$ cat src/rtl/eedp_pkg.sv
// shared constants and types of the data eeprom page controller
package eedp_pkg;
	localparam int ADDR_W = 9;
	localparam int OFS_W = 4;
	localparam int PAGE_W = 5;
	localparam int PAGE_BYTES = 16;
	localparam logic [OFS_W-1:0] OFS_LAST = 4'hF;
	localparam logic [7:0] CTL_OFFSET = 8'h40;
	localparam logic [7:0] CTL_SECTOR = 8'h01;
	localparam logic [7:0] PTR_RESET = 8'h00;
	localparam logic [7:0] BYTE_ZERO = 8'h00;
	localparam int READ_CYCLES = 2;
	localparam int PROG_TICKS = 64;
	localparam logic [7:0] CTL_RESET = 8'h00;

	// bit 0 read strobe up to bit 6 erase enable
	typedef struct packed {
		logic rsvd;
		logic erase_enable_bit;
		logic erase_strobe_bit;
		logic mode;
		logic write_enable_bit;
		logic write_strobe_bit;
		logic read_enable_bit;
		logic read_strobe_bit;
	} eedp_ctl_t;

	typedef struct packed {
		logic en;
		logic [ADDR_W-1:0] addr;
		logic [7:0] data;
	} eedp_mem_wr_t;

	typedef enum logic [3:0] {
		ST_IDLE = 4'b0001,
		ST_READ = 4'b0010,
		ST_WAIT = 4'b0100,
		ST_COMMIT = 4'b1000
	} eedp_state_t;
endpackage

$ cat src/rtl/eedp_ctrl.sv
// data eeprom access controller with page buffer
//
// Notes on behaviour
// software erases a page before writing it
// mode one gives page ops, zero byte
// power-on reset clears the page buffer
// enable falling clears buffer, rising keeps it
// address: page upper five, offset lower four
// page data write loads buffer, bumps offset
// offset stops at F, later writes ignored
// strobe counts only right after enable set
// strobe without write enable starts nothing
// cycle timed by asynchronous internal timer
// write strobe clears when cycle ends
// write enable clears after the write
// write enable is zero after power-on
// pointer high bytes reset to sector zero
// cycle end raises the interrupt flag
// vector needs both enables, stack not full
// servicing the interrupt clears its flag
// software sets erase strobe right after enable
// software masks interrupts around activation
// software avoids sleep during an operation
// read needs enable; strobe clears on data
// control reached at 40H in sector 01H
// byte write erases the byte first
// erased page bytes read back zero
// page read bumps offset, stops at F
// slow clock brought in sync, then its edges counted
`timescale 1ns/100ps
module eedp_ctrl import eedp_pkg::*; #(
	parameter int TICKS = PROG_TICKS
) (
	// system
	input wire logic clk_sys,
	input wire logic rst,
	input wire logic slow_clk,
	// memory pointers and indirect access
	input wire logic ptr1_high_wr,
	input wire logic ptr2_high_wr,
	input wire logic [7:0] ptr_wdata,
	input wire logic [7:0] pointer1_low_byte,
	input wire logic [7:0] ptr2_low_byte,
	input wire logic ind_wr,
	input wire logic ind_sel,
	input wire logic [7:0] ind_wdata,
	// direct register writes
	input wire logic addr_high_wr,
	input wire logic addr_low_wr,
	input wire logic data_wr,
	input wire logic [7:0] reg_wdata,
	// interrupt context
	input wire logic global_irq_enable,
	input wire logic eeprom_irq_enable,
	input wire logic stack_full,
	input wire logic irq_service,
	// register views
	output logic [7:0] pointer1_high_byte,
	output logic [7:0] pointer2_high_byte,
	output eedp_ctl_t eeprom_control_reg,
	output logic eeprom_addr_high_reg,
	output logic [7:0] eeprom_addr_low_reg,
	output logic [7:0] eeprom_data_reg,
	output logic eeprom_irq_flag,
	output logic irq_request
);
	function automatic logic hits_ctl(input logic [7:0] hi,
		input logic [7:0] lo);
		return (hi == CTL_SECTOR) && (lo == CTL_OFFSET);
	endfunction

	eedp_state_t st, next_st;
	eedp_ctl_t ctl, next_ctl, w;
	eedp_mem_wr_t mem_cmd;
	logic [7:0] buf_q [PAGE_BYTES];
	logic [7:0] next_buf [PAGE_BYTES];
	logic [PAGE_BYTES-1:0] tag, next_tag;
	logic [ADDR_W-1:0] addr, next_addr;
	logic [OFS_W-1:0] idx, next_idx;
	logic [7:0] data, next_data, p1h, p2h, next_p1h, next_p2h, rdata;
	logic [1:0] rcnt, next_rcnt;
	logic stop, next_stop, wr_arm, er_arm, next_wr_arm, next_er_arm;
	logic flag, next_flag, req, next_req, ctl_wr, t_start, t_done, fin;
	logic [OFS_W-1:0] ofs;

	assign ofs = addr[OFS_W-1:0];
	assign w = ind_wdata;
	assign ctl_wr = ind_wr && (ind_sel ? hits_ctl(p2h, ptr2_low_byte)
		: hits_ctl(p1h, pointer1_low_byte));

	eedp_prog_timer #(
		.TICKS(TICKS)
	) u_timer (
		.clk_sys(clk_sys),
		.rst(rst),
		.start(t_start),
		.slow_clk(slow_clk),
		.done(t_done)
	);

	eedp_array u_array (
		.clk_sys(clk_sys),
		.rd_addr(addr),
		.wr(mem_cmd),
		.rd_data(rdata)
	);

	always_comb begin
		next_st = st;
		next_ctl = ctl;
		next_buf = buf_q;
		next_tag = tag;
		next_addr = addr;
		next_idx = idx;
		next_data = data;
		next_rcnt = rcnt;
		next_stop = stop;
		next_p1h = ptr1_high_wr ? ptr_wdata : p1h;
		next_p2h = ptr2_high_wr ? ptr_wdata : p2h;
		next_wr_arm = 1'b0;
		next_er_arm = 1'b0;
		mem_cmd = '0;
		t_start = 1'b0;
		fin = 1'b0;
		case (st)
			ST_IDLE: begin
				// control, address and data registers are frozen while an operation runs
				if (ctl_wr) begin
					next_ctl.mode = w.mode;
					next_ctl.read_enable_bit = w.read_enable_bit;
					next_ctl.write_enable_bit = w.write_enable_bit;
					next_ctl.erase_enable_bit = w.erase_enable_bit;
					next_wr_arm = w.write_enable_bit && !ctl.write_enable_bit;
					next_er_arm = w.erase_enable_bit && !ctl.erase_enable_bit;
					if (w.write_strobe_bit && wr_arm && w.write_enable_bit) begin
						next_ctl.write_strobe_bit = 1'b1;
						next_st = ST_WAIT;
						t_start = 1'b1;
						if (!ctl.mode) begin
							mem_cmd = '{1'b1, addr, BYTE_ZERO};
						end
					end else if (w.erase_strobe_bit && er_arm
						&& w.erase_enable_bit) begin
						next_ctl.erase_strobe_bit = 1'b1;
						next_st = ST_WAIT;
						t_start = 1'b1;
					end else if (w.read_strobe_bit && ctl.read_enable_bit
						&& w.read_enable_bit) begin
						next_ctl.read_strobe_bit = 1'b1;
						next_rcnt = 2'(READ_CYCLES);
						next_st = ST_READ;
					end
				end
				if (addr_high_wr) begin
					next_addr[ADDR_W-1] = reg_wdata[0];
				end
				if (addr_low_wr) begin
					next_addr[7:0] = reg_wdata;
					next_stop = 1'b0;
				end
				if (data_wr) begin
					next_data = reg_wdata;
					if (ctl.mode && !stop) begin
						next_buf[ofs] = reg_wdata;
						next_tag[ofs] = 1'b1;
						if (ofs == OFS_LAST) begin
							next_stop = 1'b1;
						end else begin
							next_addr[OFS_W-1:0] = ofs + 1'b1;
						end
					end
				end
			end
			ST_READ: begin
				next_rcnt = rcnt - 1'b1;
				if (rcnt == 2'(1)) begin
					next_data = rdata;
					next_ctl.read_strobe_bit = 1'b0;
					next_st = ST_IDLE;
					if (ctl.mode && ofs != OFS_LAST) begin
						next_addr[OFS_W-1:0] = ofs + 1'b1;
					end
				end
			end
			ST_WAIT: begin
				if (t_done) begin
					if (ctl.mode) begin
						next_idx = '0;
						next_st = ST_COMMIT;
					end else begin
						mem_cmd = '{1'b1, addr,
							ctl.write_strobe_bit ? data : BYTE_ZERO};
						fin = 1'b1;
					end
				end
			end
			ST_COMMIT: begin
				// one tagged byte per cycle keeps a single write port
				mem_cmd = '{tag[idx], {addr[ADDR_W-1:OFS_W], idx},
					ctl.write_strobe_bit ? buf_q[idx] : BYTE_ZERO};
				next_idx = idx + 1'b1;
				fin = (idx == OFS_LAST);
			end
			default: begin
				next_st = ST_IDLE;
			end
		endcase
		if (fin) begin
			next_ctl.write_strobe_bit = 1'b0;
			next_ctl.erase_strobe_bit = 1'b0;
			next_ctl.write_enable_bit = 1'b0;
			next_ctl.erase_enable_bit = 1'b0;
			next_st = ST_IDLE;
		end
		if ((ctl.write_enable_bit && !next_ctl.write_enable_bit)
			|| (ctl.erase_enable_bit && !next_ctl.erase_enable_bit)) begin
			next_tag = '0;
			next_stop = 1'b0;
		end
	end

	// set wins over the service clear
	always_comb begin
		next_flag = flag;
		if (irq_service) begin
			next_flag = 1'b0;
		end
		if (fin) begin
			next_flag = 1'b1;
		end
		next_req = flag && eeprom_irq_enable && global_irq_enable
			&& !stack_full && !irq_service;
	end

	always_ff @(posedge clk_sys) begin
		if (rst) begin
			st <= ST_IDLE;
			ctl <= CTL_RESET;
			tag <= '0;
			addr <= '0;
			idx <= '0;
			data <= '0;
			rcnt <= '0;
			stop <= 1'b0;
			p1h <= PTR_RESET;
			p2h <= PTR_RESET;
			wr_arm <= 1'b0;
			er_arm <= 1'b0;
			flag <= 1'b0;
			req <= 1'b0;
		end else begin
			st <= next_st;
			ctl <= next_ctl;
			tag <= next_tag;
			addr <= next_addr;
			idx <= next_idx;
			data <= next_data;
			rcnt <= next_rcnt;
			stop <= next_stop;
			p1h <= next_p1h;
			p2h <= next_p2h;
			wr_arm <= next_wr_arm;
			er_arm <= next_er_arm;
			flag <= next_flag;
			req <= next_req;
		end
	end

	// untagged bytes are never committed, so buffer data needs no reset
	always_ff @(posedge clk_sys) begin
		buf_q <= next_buf;
	end

	assign pointer1_high_byte = p1h;
	assign pointer2_high_byte = p2h;
	assign eeprom_control_reg = ctl;
	assign eeprom_addr_high_reg = addr[ADDR_W-1];
	assign eeprom_addr_low_reg = addr[7:0];
	assign eeprom_data_reg = data;
	assign eeprom_irq_flag = flag;
	assign irq_request = req;
endmodule

$ cat src/rtl/eedp_prog_timer.sv
// program cycle timer counting edges of the slow asynchronous clock
`timescale 1ns/100ps
module eedp_prog_timer import eedp_pkg::*; #(
	parameter int TICKS = PROG_TICKS
) (
	// system
	input wire logic clk_sys,
	input wire logic rst,
	// control
	input wire logic start,
	input wire logic slow_clk,
	// completion
	output logic done
);
	localparam int CW = $clog2(TICKS + 1);
	logic s1, s2, s3, run, next_run, next_done;
	logic [CW-1:0] cnt, next_cnt;

	always_comb begin
		next_run = run;
		next_cnt = cnt;
		next_done = 1'b0;
		if (start) begin
			next_run = 1'b1;
			next_cnt = CW'(TICKS);
		end else if (run && s2 && !s3) begin
			next_cnt = cnt - 1'b1;
			if (cnt == CW'(1)) begin
				next_run = 1'b0;
				next_done = 1'b1;
			end
		end
	end

	// s1 feeds only s2; edges seen on s2/s3
	always_ff @(posedge clk_sys) begin
		s1 <= slow_clk;
		s2 <= s1;
		if (rst) begin
			s3 <= 1'b0;
			run <= 1'b0;
			cnt <= '0;
			done <= 1'b0;
		end else begin
			s3 <= s2;
			run <= next_run;
			cnt <= next_cnt;
			done <= next_done;
		end
	end
endmodule

$ cat src/rtl/eedp_array.sv
// nonvolatile byte array held in flip-flops, registered read
`timescale 1ns/100ps
module eedp_array import eedp_pkg::*; (
	// system
	input wire logic clk_sys,
	// access
	input wire logic [ADDR_W-1:0] rd_addr,
	input eedp_mem_wr_t wr,
	output logic [7:0] rd_data
);
	logic [7:0] mem [2**ADDR_W];

	// contents survive reset on purpose
	always_ff @(posedge clk_sys) begin
		rd_data <= mem[rd_addr];
		if (wr.en) begin
			mem[wr.addr] <= wr.data;
		end
	end
endmodule

$ cat config.mk
export PLATFORM = sky130hd
export DESIGN_NAME = eedp_ctrl
export DESIGN_NICKNAME = d
export VERILOG_FILES = /design/src/rtl/eedp_pkg.sv /design/src/rtl/eedp_ctrl.sv /design/src/rtl/eedp_prog_timer.sv /design/src/rtl/eedp_array.sv
export SDC_FILE = /design/constraint.sdc
export NUM_CORES = 2
export LEC_CHECK = 0
export BUFFER_PORTS_ARGS = -buffer_cell sky130_fd_sc_hd__buf_2
export CORE_ASPECT_RATIO = 2
export CORE_MARGIN = 4
export CORE_UTILIZATION = 30
export CTS_BUF_LIST = sky130_fd_sc_hd__clkbuf_16
export CTS_CLUSTER_DIAMETER = 100
export DETAILED_ROUTE_END_ITERATION = 10
export SLEW_MARGIN = 20
export SYNTH_ARGS = -nofsm -noshare
export SYNTH_HDL_FRONTEND = slang
export SYNTH_HIERARCHICAL = 1
export SYNTH_SLANG_ARGS = --single-unit
$ cat constraint.sdc
create_clock -name clk_sys -period 24.4 [get_ports clk_sys]
set_input_delay 2.44 -clock clk_sys [delete_from_list [all_inputs] [get_ports clk_sys]]
set_output_delay 2.44 -clock clk_sys [all_outputs]
set_load 0.01 [all_outputs]
* After elaboration in Yosys (flattened, before gate mapping) *
Memory sizes are Yosys's and may differ from the RTL's. A register that Yosys moved wholly into a read port is not among the register bits.
Index checks and enable logic that the tools add are counted.

cells by class
  $add $sub $neg = 4
  multiplexer cells = 78
  order comparisons = 6
  bitwise gates (word level) = 8
  equal/unequal tests = 23
  reductions and logical operators = 55

operators with widths
  cell                number
  $bwmux 128          1
  $mux 18             5
  $mux 4              15
  $mux 8              7
  $pmux 18 s3         1
  $bmux 8 s4          1
  $demux 8 s4         1
  $mux 1              28
  $logic_and 1x1->1   23
  $mux 7              3
  $eq 8x1->1 const B  2
  $eq 8x7->1 const B  2
  $ne 2x2->1 const B  8
  $or 16x16->16       1
  $pmux 4 s2          2
  $pmux 4 s4          1
  $pmux 8 s2          1
  $reduce_and 3->1    5
  $eq 4x4->1 const B  3
  $mux 2              6
  $reduce_and 6->1    2
  $ge 5x5->1 const B  2
  $lt 4x5->1 const B  2
  $not 4->5           2
  26 further kinds    50

storage, ports and cells
  output and inout port bits = 43
  input bits = 54
  word-level logic and storage cells = 220
  memories = 1
  register bits after elaboration = 211
  memory bits (writable) = 4096

memory list
  name         words  bits a word  rd ports  clocked after Yosys merged registers in  wr ports  RTL line          source
  u_array.mem  512    8            1         1                                        1         eedp_array.sv:11  logic [7:0] mem [2**ADDR_W];

* Longest topological paths before layout *
  word-level depth = 12
  depth in mapped cells = 12
  mapped depth without buffers = 9

* By module *
The synthesis kept the hierarchy.

by module, submodules not included
  module           cells each  times used  area each (µm²)  seq. area each (µm²)
  eedp_array       8030        1           159927.1         123158.1
  eedp_ctrl        631         1           8509.4           5265.0
  eedp_prog_timer  50          1           480.5            240.2

* Least setup slack after synthesis *
No wires, ideal clock.

  kind = register to register
  from = reg st[2]
  to = mem u_array.mem[0][7], data pin
  cell stages (with the launch flop) = 6
  slack = 4257 ps
  data required time = 21150 ps
  path buffers = 1
  data arrival time = 16893 ps
  period minus slack after synthesis = 20143 ps
  library setup time = 3250 ps
  cells stage by stage = dfxtp_1 > buf_6 > or4b_2 > nor3_2 > a22oi_1 > a31oi_1

RTL lines
  what                    RTL line          source
  start, declared         eedp_ctrl.sv:72   eedp_state_t st, next_st;
  start signal, assigned  eedp_ctrl.sv:252  st <= next_st;
  end, declared           eedp_array.sv:11

==> impl_results.md <==
* H-tree depth at 5
* Maximum VDD drop at roughly 0.000065 V
* Setup Viol. Count Final at 0
* Routed vias at around 86,000
* Drt total wl at ~460 mm
* Critical Path Fanout Max at 96
* Switching Share at 0.210
* Pin count of the biggest net entering global routing at ~210
* CP most frequent cell: buf_4
* Slew HR at 0.182
* Hold Crit Start: u_timer/s1
* Total clock buffers created by CTS at 333
* Clock Power Share at 0.400
* Final period util at 0.304
* GRT Overall Usage at 0.156
* Net Sw Power at 3.00 mW
* Grt met1 use at 0.158
* Clk_lat worst skew at approximately 940 ps
* Worst path required time at 25,270 ps
* Number of synthesis warnings at 6
* Net count, final at 8,846
* Final Hold Fails at 0
* GRT busiest layer: met2
* I/O pin total at 97
* Outcome: finished, final reports clean
* Worst setup path class: register to register
* RSZ-0062 raised after global routing: false
* Post-cts sizing count at 0
* Buffers added on ports at 94
* Drt initial violations at 8,587
* Hold crit path type: register to register
* Largest registers: u_array/mem x4096, buf_q x128, tag x16
* Routed length per instance at 28.1 µm
* Seq/Total Area, Yosys at 0.762
* Startpoint type of the worst setup path: register
* Synth Area per Inst at 19.4 µm²
* Mapped Cells at 8,711
* HPWL Detailed at 300 mm
* Root Buffer: clkbuf_16
* Share of cells above drive strength 1 at 0.176
* Die Width at 539 µm
* Area Overhead vs Synth at 12.0%
* Starting density of the core at 0.301
* Skew final at 50.2 ps
* Gate power share at 0.038
* Net Count, Synth at between 8,000 and 9,000
* Post-CTS Setup Bufs at 0
* Max reg flops at around 4,000
* Most common cell after layout, fill and taps aside: edfxtp_1
* Endpoint type of the worst setup path: register
* Worst hold slack at 344 ps
* Worst Setup SP: addr[0]
* DR pass1 iterations at 8
* Worst-path clk slew at 70 ps
* Hold_buf cts at 0
* Main synth FF type: edfxtp_1
* P_int at 11.3 mW
* Leakage at 65.6 nW
* Post-Route Setup TNS at 0 ps
* Most frequent cells in the layout: edfxtp_1 (4,224), mux2i_1 (821), mux4_2 (691)
* Met2 global-route usage at 0.300
* Critical R2R Launch: addr[0]
* Library cells used by synthesis at 78
* Area of the core at 561,000 µm²
* Filler instances at roughly 52,000
* Die Span Y at 1.07 mm
* Max-cap viol count at 0
* Power Density at 75.5 nW/µm²
* Sequential power share at 0.562
* Crit path cell chain: buf_4 > buf_4 > buf_4 > buf_12 > buf_4 > mux2i_1 > o221ai_1 > o22ai_1 > o21ai_1 > nand4_1 > nand2_1 > o2111a_1
* Max incr delay on CP at 900 ps
* Asr flop ratio synth at 0
* Post-DRT Antenna Nets at 0
* Die area at 576,000 µm²
* Fmax at 135 MHz
* Synthesized area at around 170,000 µm²
* Flops & latches, synth at about 4,300
* Clk buf depth at 4
* Clock sink count at 4,315
* Fin crit period at 7420 ps
* Largest reg by FF count: u_array/mem
* Met3 Usage GRT at 0.0165
* Initial antenna violation count at 16
* Worst EP arrival at 8300 ps
* First-pass GRT wire length at 660 mm
* Max Slew Vio Count at 0
* Final Wtd Congestion at 0.870
* CTS tree: yes
* GRT Residual Overflow at 0
* Vias in the first global route at 89,952
* Vias per cell at ~5.2
* Worst-Margin Slew at approximately 1200 ps
* CP max-delay cell: o21ai_1
* Number of enable flip-flop cells after synthesis at 4,224
* DRC at 0
* # rows at 389
==> critical path, delay by kind of cell (launching register included) <==
family	cells	cell delay, ps
mux	1	180
buf+inv	5	3590
flops	1	750
compound gates	4	1610
simple gates	2	830
==> worst paths after layout <==
check | endpoint | slack (ps) | cells past startpoint
min | u_timer/s2 | 340 | 0
min reg2reg | u_timer/s2 | 340 | 0
max | u_array/rd_data[0] | 16980 | 12
max reg2reg | u_array/rd_data[0] | 16980 | 12
==> cell families (layout without fill, tap and decap cells) <==
family / Yosys count / in the layout / share of synthesized area
AO/OA/AOI/OAI: 1093 / 1093 / 0.0456
buffers and inverters: 567 / 922 / 0.0189
adder cells (fa/ha/maj): 8 / 8 / 0.000593
multiplexers: 1520 / 1520 / 0.141
AND/OR/NAND/NOR: 1204 / 1204 / 0.0318
XOR/XNOR: 3 / 3 / 0.000156
flip-flops: 4315 / 4315 / 0.762
other: 1 / 8 / 0.0000222
==> synth_stat cells, drive strengths merged, types with 4 or more instances <==
| cell | count | share of area |
|---|---|---|
| a2111oi | 4 | 0.00021 |
| a211oi | 28 | 0.0012 |
| a21oi | 222 | 0.0066 |
| a22o | 5 | 0.00026 |
| a22oi | 70 | 0.0031 |
| a31oi | 13 | 0.00048 |
| and2 | 28 | 0.0010 |
| and3 | 6 | 0.00022 |
| and3b | 6 | 0.00031 |
| buf | 267 | 0.012 |
| clkbuf | 283 | 0.0063 |
| dfxtp | 91 | 0.011 |
| edfxtp | 4224 | 0.75 |
| ha | 8 | 0.00059 |
| inv | 17 | 0.00038 |
| mux2 | 8 | 0.00053 |
| mux2i | 821 | 0.049 |
| mux4 | 691 | 0.092 |
| nand2 | 169 | 0.0038 |
| nand2b | 10 | 0.00037 |
| nand3 | 54 | 0.0016 |
| nand3b | 5 | 0.00030 |
| nand4 | 36 | 0.0013 |
| nor2 | 659 | 0.015 |
| nor2b | 9 | 0.00033 |
| nor3 | 135 | 0.0040 |
| nor3b | 9 | 0.00040 |
| nor4 | 42 | 0.0016 |
| nor4b | 10 | 0.00068 |
| o2111a | 8 | 0.00053 |
| o211ai | 19 | 0.00084 |
| o21ai | 131 | 0.0039 |
| o221ai | 372 | 0.019 |
| o22a | 4 | 0.00021 |
| o22ai | 166 | 0.0061 |
| o311ai | 6 | 0.00031 |
| o31ai | 18 | 0.00080 |
| o41ai | 10 | 0.00052 |
| or2 | 8 | 0.00030 |
| or3 | 9 | 0.00033 |
| or4b | 5 | 0.00030 |
==> power groups by stage <==
| stage | sequential (mW) | clock [mW] | combinational [mW] |
|---|---|---|---|
| 5_1_grt | 8.02 | 6.11 | 0.557 |
| 3_5_place_dp | 8.19 | 0 | 0.539 |
| 3_3_place_gp | 8.19 | 0 | 0.531 |
| 2_1_floorplan | 8.18 | 0 | 0.362 |
| 6_report | 8.03 | 5.72 | 0.539 |
| 4_1_cts | 8.03 | 5.83 | 0.539 |
==> routing by layer <==
metal,part of all wire,routed length (µm),vias to the layer above
met1,0.32,149000,45405
li1,-,-,36061
met5,0.00011,52,-
met4,0.077,35900,8
met2,0.55,256000,3472
met3,0.050,23400,1053
==> layout make-up <==
| cell class | count | area, µm² | area share |
|---|---|---|---|
| Sequential cell | 4315 | 129000 | 0.680 |
| Multi-Input combinational cell | 3829 | 37500 | 0.198 |
| Tap cell | 7429 | 9300 | 0.0492 |
| Clock buffer | 340 | 8510 | 0.0450 |
| Clock inverter | 277 | 2820 | 0.0149 |
| Timing Repair Buffer | 288 | 2190 | 0.0116 |
| Inverter | 17 | 71.3 | 0.000377 |
| Antenna cell | 7 | 17.5 | 0.0000926 |
==> through the flow <==
stage	area [µm²]	util	total power [mW]	instances	setup WS [ps]
final	189000	0.337	14.3	16502	16980
after global placement	178000	0.316	8.72	15873	16270
after global routing	189000	0.337	14.7	16496	16790
after floorplan	169000	-	8.54	8711	4260
after CTS	189000	0.337	14.4	16490	17040
after detailed placement	178000	0.317	8.73	15873	16200
Note: power is estimated with default switching activity, not from simulation.
